==> config.mk <==
export PLATFORM = sky130hd
export DESIGN_NAME = lcdscd_top
export DESIGN_NICKNAME = d
export VERILOG_FILES = /design/src/core/lcdscd_pkg.sv /design/src/core/lcdscd_sync.sv /design/src/core/lcdscd_prescaler.sv /design/src/core/lcdscd_top.sv
export SDC_FILE = /design/constraint.sdc
export NUM_CORES = 1
export LEC_CHECK = 0
export BUFFER_PORTS_ARGS = -buffer_cell sky130_fd_sc_hd__buf_2
export CELL_PAD_IN_SITES_DETAIL_PLACEMENT = 0
export CELL_PAD_IN_SITES_GLOBAL_PLACEMENT = 1
export CORE_ASPECT_RATIO = 1.1
export CORE_MARGIN = 2
export CORE_UTILIZATION = 43
export DETAILED_ROUTE_END_ITERATION = 10
export PLACE_DENSITY_LB_ADDON = 0.1
export SKIP_CTS_REPAIR_TIMING = 1
export SLEW_MARGIN = 40
export SYNTH_ARGS = -nofsm -noshare
export SYNTH_HDL_FRONTEND = slang
export SYNTH_HIERARCHICAL = 1
export SYNTH_SLANG_ARGS = --single-unit
==> constraint.sdc <==
create_clock -name clk -period 2.6 [get_ports clk]
set_input_delay 0.65 -clock clk [delete_from_list [all_inputs] [get_ports clk]]
set_output_delay 0.65 -clock clk [all_outputs]
set_load 0.005 [all_outputs]
==> src/core/lcdscd_pkg.sv <==
/*
 lcdscd_pkg: register offsets, field positions, reset values, mode codes and
 drive level codes shared by the segment/common LCD driver files.
 Assumes an 8-bit register port and 4-level bias drive codes.
*/
package lcdscd_pkg;
   localparam int ADDR_W    = 8;
   localparam int DATA_W    = 8;
   localparam int NUM_COM   = 4;
   localparam int NUM_SEG   = 16;
   localparam int SEG_REG_N = NUM_SEG / DATA_W;
   localparam int PIX_REG_N = NUM_COM * SEG_REG_N;

   // register byte offsets
   localparam logic [ADDR_W-1:0] OFS_CTRL   = 8'h00;
   localparam logic [ADDR_W-1:0] OFS_PRESC  = 8'h01;
   localparam logic [ADDR_W-1:0] OFS_REG    = 8'h02;
   localparam logic [ADDR_W-1:0] OFS_SEGEN0 = 8'h03;
   localparam logic [ADDR_W-1:0] OFS_STATUS = 8'h05;
   localparam logic [ADDR_W-1:0] OFS_PIX0   = 8'h08;

   // lcd_control_reg fields
   localparam int CTRL_EN_BIT    = 7;
   localparam int CTRL_SLPEN_BIT = 6;
   localparam int CTRL_WAVEB_BIT = 5;
   localparam int CTRL_CS_LO     = 2;
   localparam int CTRL_MUX_LO    = 0;

   // regulator register fields
   localparam int REG_PUMP_BIT  = 6;
   localparam int REG_BIAS_LO   = 3;
   localparam int REG_MODE13_BIT = 2;
   localparam int REG_REGULATOR_CLOCK_SELECT_LO  = 0;

   // status register fields
   localparam int STAT_RUN_BIT    = 0;
   localparam int STAT_STOP_BIT   = 1;
   localparam int STAT_SOFT_BIT   = 2;
   localparam int STAT_HARD_BIT   = 3;
   localparam int STAT_PARITY_BIT = 4;
   localparam int STAT_SLOT_LO    = 5;

   // reset values
   localparam logic [7:0] CTRL_RST  = 8'h00;
   localparam logic [3:0] PRESC_RST = 4'h0;
   localparam logic [6:0] REG_RST   = 7'h3C;

   // multiplex select codes
   localparam logic [1:0] MUX_STATIC  = 2'h0;
   localparam logic [1:0] MUX_HALF    = 2'h1;
   localparam logic [1:0] MUX_THIRD   = 2'h2;
   localparam logic [1:0] MUX_QUARTER = 2'h3;

   // frame clock source: system clock or external source pin
   localparam logic [1:0] CS_SYSCLK = 2'h0;
   localparam logic [1:0] REGULATOR_CLOCK_SELECT_OFF = 2'h0;

   // steps per frame for each multiplex type
   localparam logic [2:0] FACT_STATIC  = 3'h4;
   localparam logic [2:0] FACT_HALF    = 3'h4;
   localparam logic [2:0] FACT_THIRD   = 3'h3;
   localparam logic [2:0] FACT_QUARTER = 3'h4;

   // drive level codes, V0 lowest bias level
   localparam logic [1:0] LVL_V0 = 2'h0;
   localparam logic [1:0] LVL_V1 = 2'h1;
   localparam logic [1:0] LVL_V2 = 2'h2;
   localparam logic [1:0] LVL_V3 = 2'h3;

   typedef enum logic [1:0] {RUN_OFF, RUN_ACTIVE, RUN_STOPPED} lcdscd_run_t;
endpackage

==> src/core/lcdscd_sync.sv <==
/*
 lcdscd_sync: three-flop synchroniser for one asynchronous level.
 Assumes the input may change at any time relative to clk.
*/
`timescale 1ns/1ns
`default_nettype none
module lcdscd_sync (
   input  wire logic clk,
   input  wire logic nrst,
   input  wire logic asyncIn,
   output var  logic syncOut
);
   logic stage1_r;
   logic stage2_r;
   logic stage3_r;

   always_ff @(posedge clk or negedge nrst) begin
      if (!nrst) begin
         stage1_r <= 1'b0;
         stage2_r <= 1'b0;
         stage3_r <= 1'b0;
      end else begin
         stage1_r <= asyncIn;
         stage2_r <= stage1_r;
         stage3_r <= stage2_r;
      end
   end

   // a change is accepted only once the last two stages agree
   always_ff @(posedge clk or negedge nrst) begin
      if (!nrst) begin
         syncOut <= 1'b0;
      end else if (stage2_r == stage3_r) begin
         syncOut <= stage3_r;
      end
   end
endmodule // lcdscd_sync
`default_nettype wire

==> src/core/lcdscd_prescaler.sv <==
/*
 lcdscd_prescaler: 4-bit frame prescaler producing one step pulse per
 (preset+1) source ticks, plus a second-half flag for in-step inversion.
 Assumes srcTick is a one-cycle enable on clk.
*/
`timescale 1ns/1ns
`default_nettype none
module lcdscd_prescaler (
   input  wire logic       clk,
   input  wire logic       nrst,
   input  wire logic       run,
   input  wire logic       srcTick,
   input  wire logic [3:0] presetVal,
   output var  logic       stepTick,
   output var  logic       secondHalf
);
   logic [3:0] cnt_r;
   logic [3:0] lp_r;

   // preset is sampled only at reload or while not running so a mid-step change cannot tear a phase
   always_ff @(posedge clk or negedge nrst) begin
      if (!nrst) begin
         cnt_r <= 4'h0;
         lp_r  <= 4'h0;
      end else if (!run) begin
         cnt_r <= 4'h0;
         lp_r  <= presetVal;
      end else if (srcTick) begin
         if (cnt_r == lp_r) begin
            cnt_r <= 4'h0;
            lp_r  <= presetVal;
         end else begin
            cnt_r <= cnt_r + 4'h1;
         end
      end
   end

   always_comb begin
      stepTick   = run && srcTick && (cnt_r == lp_r);
      secondHalf = cnt_r > (lp_r >> 1);
   end
endmodule // lcdscd_prescaler
`default_nettype wire

==> src/core/lcdscd_top.sv <==
/*
 lcdscd_top: segment LCD driver control: register port, bias ladder mode
 decode, common pin takeover, segment enables, pixel storage, frame timing
 and common/segment drive level generation with sleep handling.
 Assumes a passive multiplexed glass on the level outputs and an analog
 bias block that turns level codes V0..V3 into voltages.
*/
//Functional notes
//- regulator_clock_select zero, pump set: software-contrast ladder
//- regulator_clock_select zero, pump clear: hardware-contrast ladder
//- regulator_clock_select zero disables regulator, nonzero enables
//- software ladder frees flyback pins as I/O
//- bias field sets low level, only soft; the code also applies it while the regulator is on
//- multiplex field selects one to four commons
//- common pins override port function and direction
//- reset clears multiplex field to static
//- set segment enable makes pin segment driver
//- reset clears all segment enable bits
//- one pixel bit per common-segment, all r/w
//- frame equals source/((prescale+1) times factor)
//- commons time-sliced, segments carry pixel data
//- pixel takes only two rms levels
//- type A inverts in slot, B per frame
//- system clock source stops module in sleep
`timescale 1ns/1ns
`default_nettype none
module lcdscd_top
   import lcdscd_pkg::*;
(
   input  wire logic                          clk,
   input  wire logic                          nrst,
   input  wire logic [lcdscd_pkg::ADDR_W-1:0] regAddr,
   input  wire logic [lcdscd_pkg::DATA_W-1:0] regWdata,
   input  wire logic                          regWr,
   input  wire logic                          regRd,
   output var  logic [lcdscd_pkg::DATA_W-1:0] regRdata,
   input  wire logic                          clkSrcPin,
   input  wire logic                          cpuSleep,
   output var  logic [2*lcdscd_pkg::NUM_COM-1:0] comLevel,
   output var  logic [2*lcdscd_pkg::NUM_SEG-1:0] segLevel,
   output var  logic [2:0]                    comPinOverride,
   output var  logic [lcdscd_pkg::NUM_SEG-1:0] segPinEnable,
   output var  logic                          flybackPinsIo,
   output var  logic                          regulatorOn,
   output var  logic                          pumpOn,
   output var  logic                          refOn,
   output var  logic [2:0]                    biasLevelOut,
   output var  logic                          bias13Mode,
   output var  logic                          softLadder,
   output var  logic                          hardLadder,
   output var  logic                          lcdStopped
);
   import lcdscd_pkg::*;

   logic [7:0]        ctrl_r;
   logic [3:0]        presc_r;
   logic [6:0]        regu_r;
   logic [7:0]        segEn_r [SEG_REG_N];
   logic [7:0]        pix_r   [PIX_REG_N];
   logic [7:0]        rdata_nxt;
   logic [1:0]        muxSel;
   logic [1:0]        clkSel;
   logic [1:0]        regulator_clock_select;
   logic              pumpBit;
   logic              srcSync;
   logic              srcSyncD_r;
   logic              sleepSync;
   logic              srcTick;
   logic              stepTick;
   logic              secondHalf;
   logic              stopCond;
   lcdscd_run_t       run_r;
   lcdscd_run_t       run_nxt;
   logic [2:0]        step_r;
   logic              parity_r;
   logic [2:0]        factor;
   logic [1:0]        slot;
   logic              phase;
   logic              active;
   logic [1:0]        comLv_r [NUM_COM];
   logic [1:0]        segLv_r [NUM_SEG];

   assign muxSel  = ctrl_r[CTRL_MUX_LO +: 2];
   assign clkSel  = ctrl_r[CTRL_CS_LO +: 2];
   assign regulator_clock_select   = regu_r[REG_REGULATOR_CLOCK_SELECT_LO +: 2];
   assign pumpBit = regu_r[REG_PUMP_BIT];

   // register writes; any pixel bit not shown still stores like plain RAM
   always_ff @(posedge clk or negedge nrst) begin
      if (!nrst) begin
         ctrl_r  <= CTRL_RST;
         presc_r <= PRESC_RST;
         regu_r  <= REG_RST;
      end else if (regWr) begin
         if (regAddr == OFS_CTRL) begin
            ctrl_r <= regWdata;
         end
         if (regAddr == OFS_PRESC) begin
            presc_r <= regWdata[3:0];
         end
         if (regAddr == OFS_REG) begin
            regu_r <= regWdata[6:0];
         end
      end
   end

   generate
      for (genvar i = 0; i < SEG_REG_N; i++) begin : gSegEn
         always_ff @(posedge clk or negedge nrst) begin
            if (!nrst) begin
               segEn_r[i] <= 8'h00;
            end else if (regWr && regAddr == OFS_SEGEN0 + 8'(i)) begin
               segEn_r[i] <= regWdata;
            end
         end
         always_ff @(posedge clk or negedge nrst) begin
            if (!nrst) begin
               segPinEnable[8*i +: 8] <= 8'h00;
            end else begin
               segPinEnable[8*i +: 8] <= segEn_r[i];
            end
         end
      end
      for (genvar i = 0; i < PIX_REG_N; i++) begin : gPix
         always_ff @(posedge clk or negedge nrst) begin
            if (!nrst) begin
               pix_r[i] <= 8'h00;
            end else if (regWr && regAddr == OFS_PIX0 + 8'(i)) begin
               pix_r[i] <= regWdata;
            end
         end
      end
   endgenerate

   // read data stands for exactly one cycle after the strobe
   always_comb begin
      rdata_nxt = 8'h00;
      if (regAddr == OFS_CTRL) begin
         rdata_nxt = ctrl_r;
      end else if (regAddr == OFS_PRESC) begin
         rdata_nxt = {4'h0, presc_r};
      end else if (regAddr == OFS_REG) begin
         rdata_nxt = {1'b0, regu_r};
      end else if (regAddr == OFS_STATUS) begin
         rdata_nxt[STAT_RUN_BIT]    = (run_r == RUN_ACTIVE);
         rdata_nxt[STAT_STOP_BIT]   = (run_r == RUN_STOPPED);
         rdata_nxt[STAT_SOFT_BIT]   = softLadder;
         rdata_nxt[STAT_HARD_BIT]   = hardLadder;
         rdata_nxt[STAT_PARITY_BIT] = parity_r;
         rdata_nxt[STAT_SLOT_LO +: 2] = slot;
      end else if (regAddr >= OFS_SEGEN0 && regAddr < OFS_SEGEN0 + 8'(SEG_REG_N)) begin
         rdata_nxt = segEn_r[1'(regAddr - OFS_SEGEN0)];
      end else if (regAddr >= OFS_PIX0 && regAddr < OFS_PIX0 + 8'(PIX_REG_N)) begin
         rdata_nxt = pix_r[3'(regAddr - OFS_PIX0)];
      end
   end

   always_ff @(posedge clk or negedge nrst) begin
      if (!nrst) begin
         regRdata <= 8'h00;
      end else begin
         regRdata <= regRd ? rdata_nxt : 8'h00;
      end
   end

   // bias configuration decode
   always_ff @(posedge clk or negedge nrst) begin
      if (!nrst) begin
         softLadder    <= 1'b0;
         hardLadder    <= 1'b0;
         regulatorOn   <= 1'b0;
         pumpOn        <= 1'b0;
         refOn         <= 1'b0;
         flybackPinsIo <= 1'b0;
         biasLevelOut  <= 3'h0;
         bias13Mode    <= 1'b0;
      end else begin
         softLadder    <= (regulator_clock_select == REGULATOR_CLOCK_SELECT_OFF) && pumpBit;
         hardLadder    <= (regulator_clock_select == REGULATOR_CLOCK_SELECT_OFF) && !pumpBit;
         regulatorOn   <= (regulator_clock_select != REGULATOR_CLOCK_SELECT_OFF);
         pumpOn        <= (regulator_clock_select != REGULATOR_CLOCK_SELECT_OFF) && pumpBit;
         refOn         <= (regulator_clock_select != REGULATOR_CLOCK_SELECT_OFF) || pumpBit;
         flybackPinsIo <= (regulator_clock_select == REGULATOR_CLOCK_SELECT_OFF) && pumpBit;
         // in the hardware ladder the reference is off, so the field is ignored
         biasLevelOut  <= (regulator_clock_select == REGULATOR_CLOCK_SELECT_OFF && !pumpBit) ? 3'h0 :
                          regu_r[REG_BIAS_LO +: 3];
         bias13Mode    <= regu_r[REG_MODE13_BIT];
      end
   end

   // common pin takeover follows the field even while the module is off
   always_ff @(posedge clk or negedge nrst) begin
      if (!nrst) begin
         comPinOverride <= 3'h0;
      end else begin
         comPinOverride[0] <= (muxSel != MUX_STATIC);
         comPinOverride[1] <= (muxSel == MUX_THIRD) || (muxSel == MUX_QUARTER);
         comPinOverride[2] <= (muxSel == MUX_QUARTER);
      end
   end

   lcdscd_sync uSrcSync (
      .clk     (clk),
      .nrst    (nrst),
      .asyncIn (clkSrcPin),
      .syncOut (srcSync)
   );

   lcdscd_sync uSleepSync (
      .clk     (clk),
      .nrst    (nrst),
      .asyncIn (cpuSleep),
      .syncOut (sleepSync)
   );

   always_ff @(posedge clk or negedge nrst) begin
      if (!nrst) begin
         srcSyncD_r <= 1'b0;
      end else begin
         srcSyncD_r <= srcSync;
      end
   end

   assign srcTick  = (clkSel == CS_SYSCLK) ? 1'b1 : (srcSync && !srcSyncD_r);
   // the system clock dies with the core, so sleep enable cannot keep it alive
   assign stopCond = sleepSync && (ctrl_r[CTRL_SLPEN_BIT] || clkSel == CS_SYSCLK);

   always_comb begin
      run_nxt = run_r;
      case (run_r)
         RUN_OFF:     run_nxt = ctrl_r[CTRL_EN_BIT] ? RUN_ACTIVE : RUN_OFF;
         RUN_ACTIVE:  run_nxt = !ctrl_r[CTRL_EN_BIT] ? RUN_OFF :
                                (stopCond ? RUN_STOPPED : RUN_ACTIVE);
         RUN_STOPPED: run_nxt = !ctrl_r[CTRL_EN_BIT] ? RUN_OFF :
                                (stopCond ? RUN_STOPPED : RUN_ACTIVE);
         default:     run_nxt = RUN_OFF;
      endcase
   end

   always_ff @(posedge clk or negedge nrst) begin
      if (!nrst) begin
         run_r <= RUN_OFF;
      end else begin
         run_r <= run_nxt;
      end
   end

   always_ff @(posedge clk or negedge nrst) begin
      if (!nrst) begin
         lcdStopped <= 1'b0;
      end else begin
         lcdStopped <= (run_nxt == RUN_STOPPED);
      end
   end

   lcdscd_prescaler uPresc (
      .clk        (clk),
      .nrst       (nrst),
      .run        (run_r == RUN_ACTIVE),
      .srcTick    (srcTick),
      .presetVal  (presc_r),
      .stepTick   (stepTick),
      .secondHalf (secondHalf)
   );

   always_comb begin
      case (muxSel)
         MUX_STATIC: begin
            factor = FACT_STATIC;
            slot   = 2'h0;
         end
         MUX_HALF: begin
            factor = FACT_HALF;
            slot   = {1'b0, step_r[0]};
         end
         MUX_THIRD: begin
            factor = FACT_THIRD;
            slot   = step_r[1:0];
         end
         default: begin
            factor = FACT_QUARTER;
            slot   = step_r[1:0];
         end
      endcase
   end

   // frame step counter; a stop holds the position so display resumes in step
   always_ff @(posedge clk or negedge nrst) begin
      if (!nrst) begin
         step_r   <= 3'h0;
         parity_r <= 1'b0;
      end else if (run_r == RUN_OFF) begin
         step_r   <= 3'h0;
         parity_r <= 1'b0;
      end else if (stepTick) begin
         if (step_r >= factor - 3'h1) begin
            step_r   <= 3'h0;
            parity_r <= !parity_r;
         end else begin
            step_r <= step_r + 3'h1;
         end
      end
   end

   // type A: exact zero DC within a slot needs an even (prescale+1)
   assign phase  = ctrl_r[CTRL_WAVEB_BIT] ? parity_r : secondHalf;
   assign active = (run_r == RUN_ACTIVE);

   // symmetric levels about mid-bias keep every pixel DC free, save type A with an odd (prescale+1)
   generate
      for (genvar c = 0; c < NUM_COM; c++) begin : gCom
         always_ff @(posedge clk or negedge nrst) begin
            if (!nrst) begin
               comLv_r[c] <= LVL_V0;
            end else if (!active || 2'(c) > muxSel) begin
               comLv_r[c] <= LVL_V0;
            end else if (2'(c) == slot) begin
               comLv_r[c] <= phase ? LVL_V3 : LVL_V0;
            end else begin
               comLv_r[c] <= phase ? LVL_V1 : LVL_V2;
            end
         end
         assign comLevel[2*c +: 2] = comLv_r[c];
      end
      for (genvar s = 0; s < NUM_SEG; s++) begin : gSeg
         always_ff @(posedge clk or negedge nrst) begin
            if (!nrst) begin
               segLv_r[s] <= LVL_V0;
            end else if (!active || !segEn_r[s/8][s%8]) begin
               segLv_r[s] <= LVL_V0;
            end else if (pix_r[{slot, 1'(s/8)}][s%8]) begin
               segLv_r[s] <= phase ? LVL_V0 : LVL_V3;
            end else if (muxSel == MUX_STATIC) begin
               segLv_r[s] <= phase ? LVL_V3 : LVL_V0;
            end else begin
               segLv_r[s] <= phase ? LVL_V2 : LVL_V1;
            end
         end
         assign segLevel[2*s +: 2] = segLv_r[s];
      end
   endgenerate
endmodule // lcdscd_top
`default_nettype wire

==> results by group <==
Status
  • Status: complete, no violations

Place
  • PortBufs: between 90 and 100
  • Gp weighted congestion: 0.887
  • Placed wire-length estimate: ~17000 um
  • Placed Instance Area: 0.0103 mm2

Finish
  • Final Util: 0.513
  • Final nets: approximately 910
  • Synth-to-Final Area Change: 18.1%
  • Commonest non-fill, non-tap cell in the layout: dfrtp_1
  • Commonest cells after routing, fill and taps aside: dfrtp_1 (195), mux2_2 (110), buf_2 (98), nand2_1 (61), nor2_1 (49)
  • # diodes: 0
  • Share of cells above drive strength 1: 0.352
  • Post-route cell area: between 0.01 and 0.015 mm2

STA
  • Hold Fails Final Rpt: 0
  • Fin Setup TNS: 0 ns
  • RSZ-0062 raised after global routing: no
  • FMAX: 422 MHz
  • Relative slew slack: 0.553
  • Final min period: approximately 2.4 ns
  • Layout Skew: 0.00876 ns
  • Setup-failing EPs final: 0
  • Final Max Tran Viols: 0
  • Fin crit share: 0.912
  • Least-Margin Pin Slew: ~0.67 ns

Pwr
  • Static leakage: between 5 and 6 nW
  • Max VDD drop: around 0.38 mV
  • Pwr per Cell Area: between 500 and 600 mW/mm2
  • Final Power: 6.49 mW

Worst setup path
  • CP Launch Type: flip-flop
  • Critical Path RT: roughly 2.9 ns
  • Critical path's slowest cell: mux2_4
  • Crit path max fanout: 29
  • Crit-path max cell delay: ~0.45 ns
  • Crit path kind: reg2reg
  • CP Data Arrival Time: roughly 2.7 ns
  • Crit end category: flip-flop
  • Crit path cell chain: ha_1 -> nor2b_1 -> o21a_1 -> o21ai_0 -> nand2b_1 -> mux2_4 -> xnor2_1 -> and3_1

Routing
  • Final ANT Viol Nets: 0
  • Vias: 6404
  • DR vias/cell: between 5 and 6
  • Routed WL per cell: 20.5 um
  • Pre-Repair DR Iteration Count: 6
  • DRC violations left: 0
  • Total routed wirelength: between 20000 and 25000 um
  • Initial DRC Count: around 470

GRT
  • GRT met1 Usage: 0.307
  • Total gr overflow: 0
  • Vias in the first global route: about 6500
  • First-pass GRT wire length: roughly 38000 um
  • Largest net degree at the start of global routing: ~70
  • Total GRT Usage: 0.223
  • M2 GR Usage: 0.366
  • Met3 usage: 0.0392
  • Antenna violations before repair: 0
  • Most used routing layer: met2

CTS
  • Clock tree sinks: around 200
  • Clk buf depth: 2
  • Clk root buf: clkbuf_16
  • TritonCTS buffer count: 17
  • CTS tree: done
  • Worst skew pair latency: ~0.43 ns
  • H-tree depth: 4
  • Clock transition at path regs: about 0.070 ns

Synth
  • Sequential fraction of the synthesis area: 0.542
  • Synth Register Bits: approximately 200
  • Post-Synthesis Mean Instance Area: approximately 12 um2
  • Syn_nets: slightly below 800
  • Warnings, synthesis: 6
  • Distinct cells, synth: 53
  • Synthesized cell area: 0.00919 mm2
  • Cells after Synth: 763

Floorplan
  • Area of the die: ~0.023 mm2
  • Initial Utilization: 0.434
  • Die Ht: about 160 um
  • Core Region: 0.0212 mm2
  • Die extent in x: approximately 140 um
  • Ports: 100
  • Rows: 56

Flow run
  • Max cap viols: 0

Hold path
  • Hold Crit Class: in2async
-- state kept, by name (all words and copies together), names as in the netlist, 3 cells and up --
name / count
segEn_r: 16
segLevel: 32
regu_r: 7
presc_r: 4
pix_r: 64
uPresc/lp_r: 4
step_r: 3
uPresc/cnt_r: 4
biasLevelOut: 3
ctrl_r: 8
comLevel: 8
segPinEnable: 16
comPinOverride: 3
regRdata: 8
-- final timing paths --
| kind | startpoint | to | slack [ns] | cells past startpoint |
|---|---|---|---|---|
| setup / recovery | uPresc/cnt_r[1]$_DFFE_PN0P_ | segLevel[7]$_DFF_PN0_ | 0.23 | 8 |
| hold / removal | nrst | uPresc/cnt_r[0]$_DFFE_PN0P_ | 0.08 | 1 |
| setup reg to reg | uPresc/cnt_r[1]$_DFFE_PN0P_ | segLevel[7]$_DFF_PN0_ | 0.23 | 8 |
| hold reg to reg | uSrcSync/stage1_r$_DFF_PN0_ | uSrcSync/stage2_r$_DFF_PN0_ | 0.36 | 0 |
| max in group asynchronous | nrst | segLevel[15]$_DFF_PN0_ | 1.67 | 2 |
| min in group clk | cpuSleep | uSleepSync/stage1_r$_DFF_PN0_ | 0.32 | 1 |
-- critical path: cells and delay by family, from the launching register on --
kind            cells  cell delay [ns]
compound gates      2             0.35
xor+xnor            1             0.18
fa+ha+maj           1             0.32
flops               1             0.44
mux                 1             0.45
simple gates        3             0.51
-- metal layers --
layer	wire (um)	part of all wire
met5	0	0
met4	423	0.018
met3	888	0.037
met2	11900	0.49
met1	10900	0.45
-- cells by family (layout without fill, tap and decap cells) --
| family | Yosys count | after routing | synth area share |
|---|---|---|---|
| AND/OR/NAND/NOR | 207 | 207 | 0.120 |
| buffers and inverters | 59 | 184 | 0.0261 |
| XOR/XNOR | 24 | 24 | 0.0229 |
| flip-flops | 199 | 199 | 0.542 |
| AO/OA/AOI/OAI | 102 | 102 | 0.0723 |
| adder cells (fa/ha/maj) | 12 | 12 | 0.0161 |
| multiplexers | 160 | 160 | 0.201 |
-- synth_stat cells, drive strengths merged --
cell       n  area, um2
o221ai    18        158
maj3       2       22.5
mux2     115       1290
nor2b     16        100
and3       9       57.6
a41oi      1       8.76
and2       8       50.1
buf       23        105
a211oi     1       7.51
nor3       6       63.8
o2bb2ai    2       17.5
a21oi     26        130
inv       17       63.8
mux2i     37        370
a32oi      1       8.76
nor3b      2       15.0
and4       3       30.0
a221oi     1       8.76
o21ai     30        161
xnor2     24        210
or4        1       11.3
dfrtp    195       4880
dfstp      4        105
nand4      4       37.5
nor2      59        257
nand3     26        168
mux4       8        180
a22oi      4       30.0
o21a       4       30.0
o2111ai    2       17.5
a31oi      1       6.26
ha        10        125
o22ai      2       12.5
o211ai     3       22.5
a21o       6       45.0
nand3b     2       15.0
nand4b     1       8.76
clkinv     1       3.75
nor4       1       6.26
nand2b     8       50.1
nand2     61        229
clkbuf    18       67.6
-- where the power goes --
group          internal [mW]  total (mW)  leakage [nW]  switching, mW
clock                   1.41        2.55         0.278           1.14
combinational          0.264       0.645          2.23          0.381
sequential              3.21        3.30          2.72         0.0922
total                   4.88        6.49          5.23           1.62
-- final cells by class --
type / instances / area, um2
multi-input combinational: 505 / 3980
sequential: 199 / 4980
clock buffer: 23 / 478
inverter: 18 / 67.6
fill: 1927 / 10300
tap: 290 / 363
clock inverter: 9 / 91.3
timing repair buffer: 134 / 892
-- stage by stage --
step           std cells  hold WS (ns)  worst slack [ns]
2_1_floorplan        763         0.331            0.0831
3_3_place_gp        1146         0.336            0.0328
3_5_place_dp        1146         0.340            0.0224
4_1_cts             1178        0.0722            0.0877
5_1_grt             1178        0.0776            0.0499
6_report            1178        0.0820             0.229
Power figures use the tool's default switching activity.
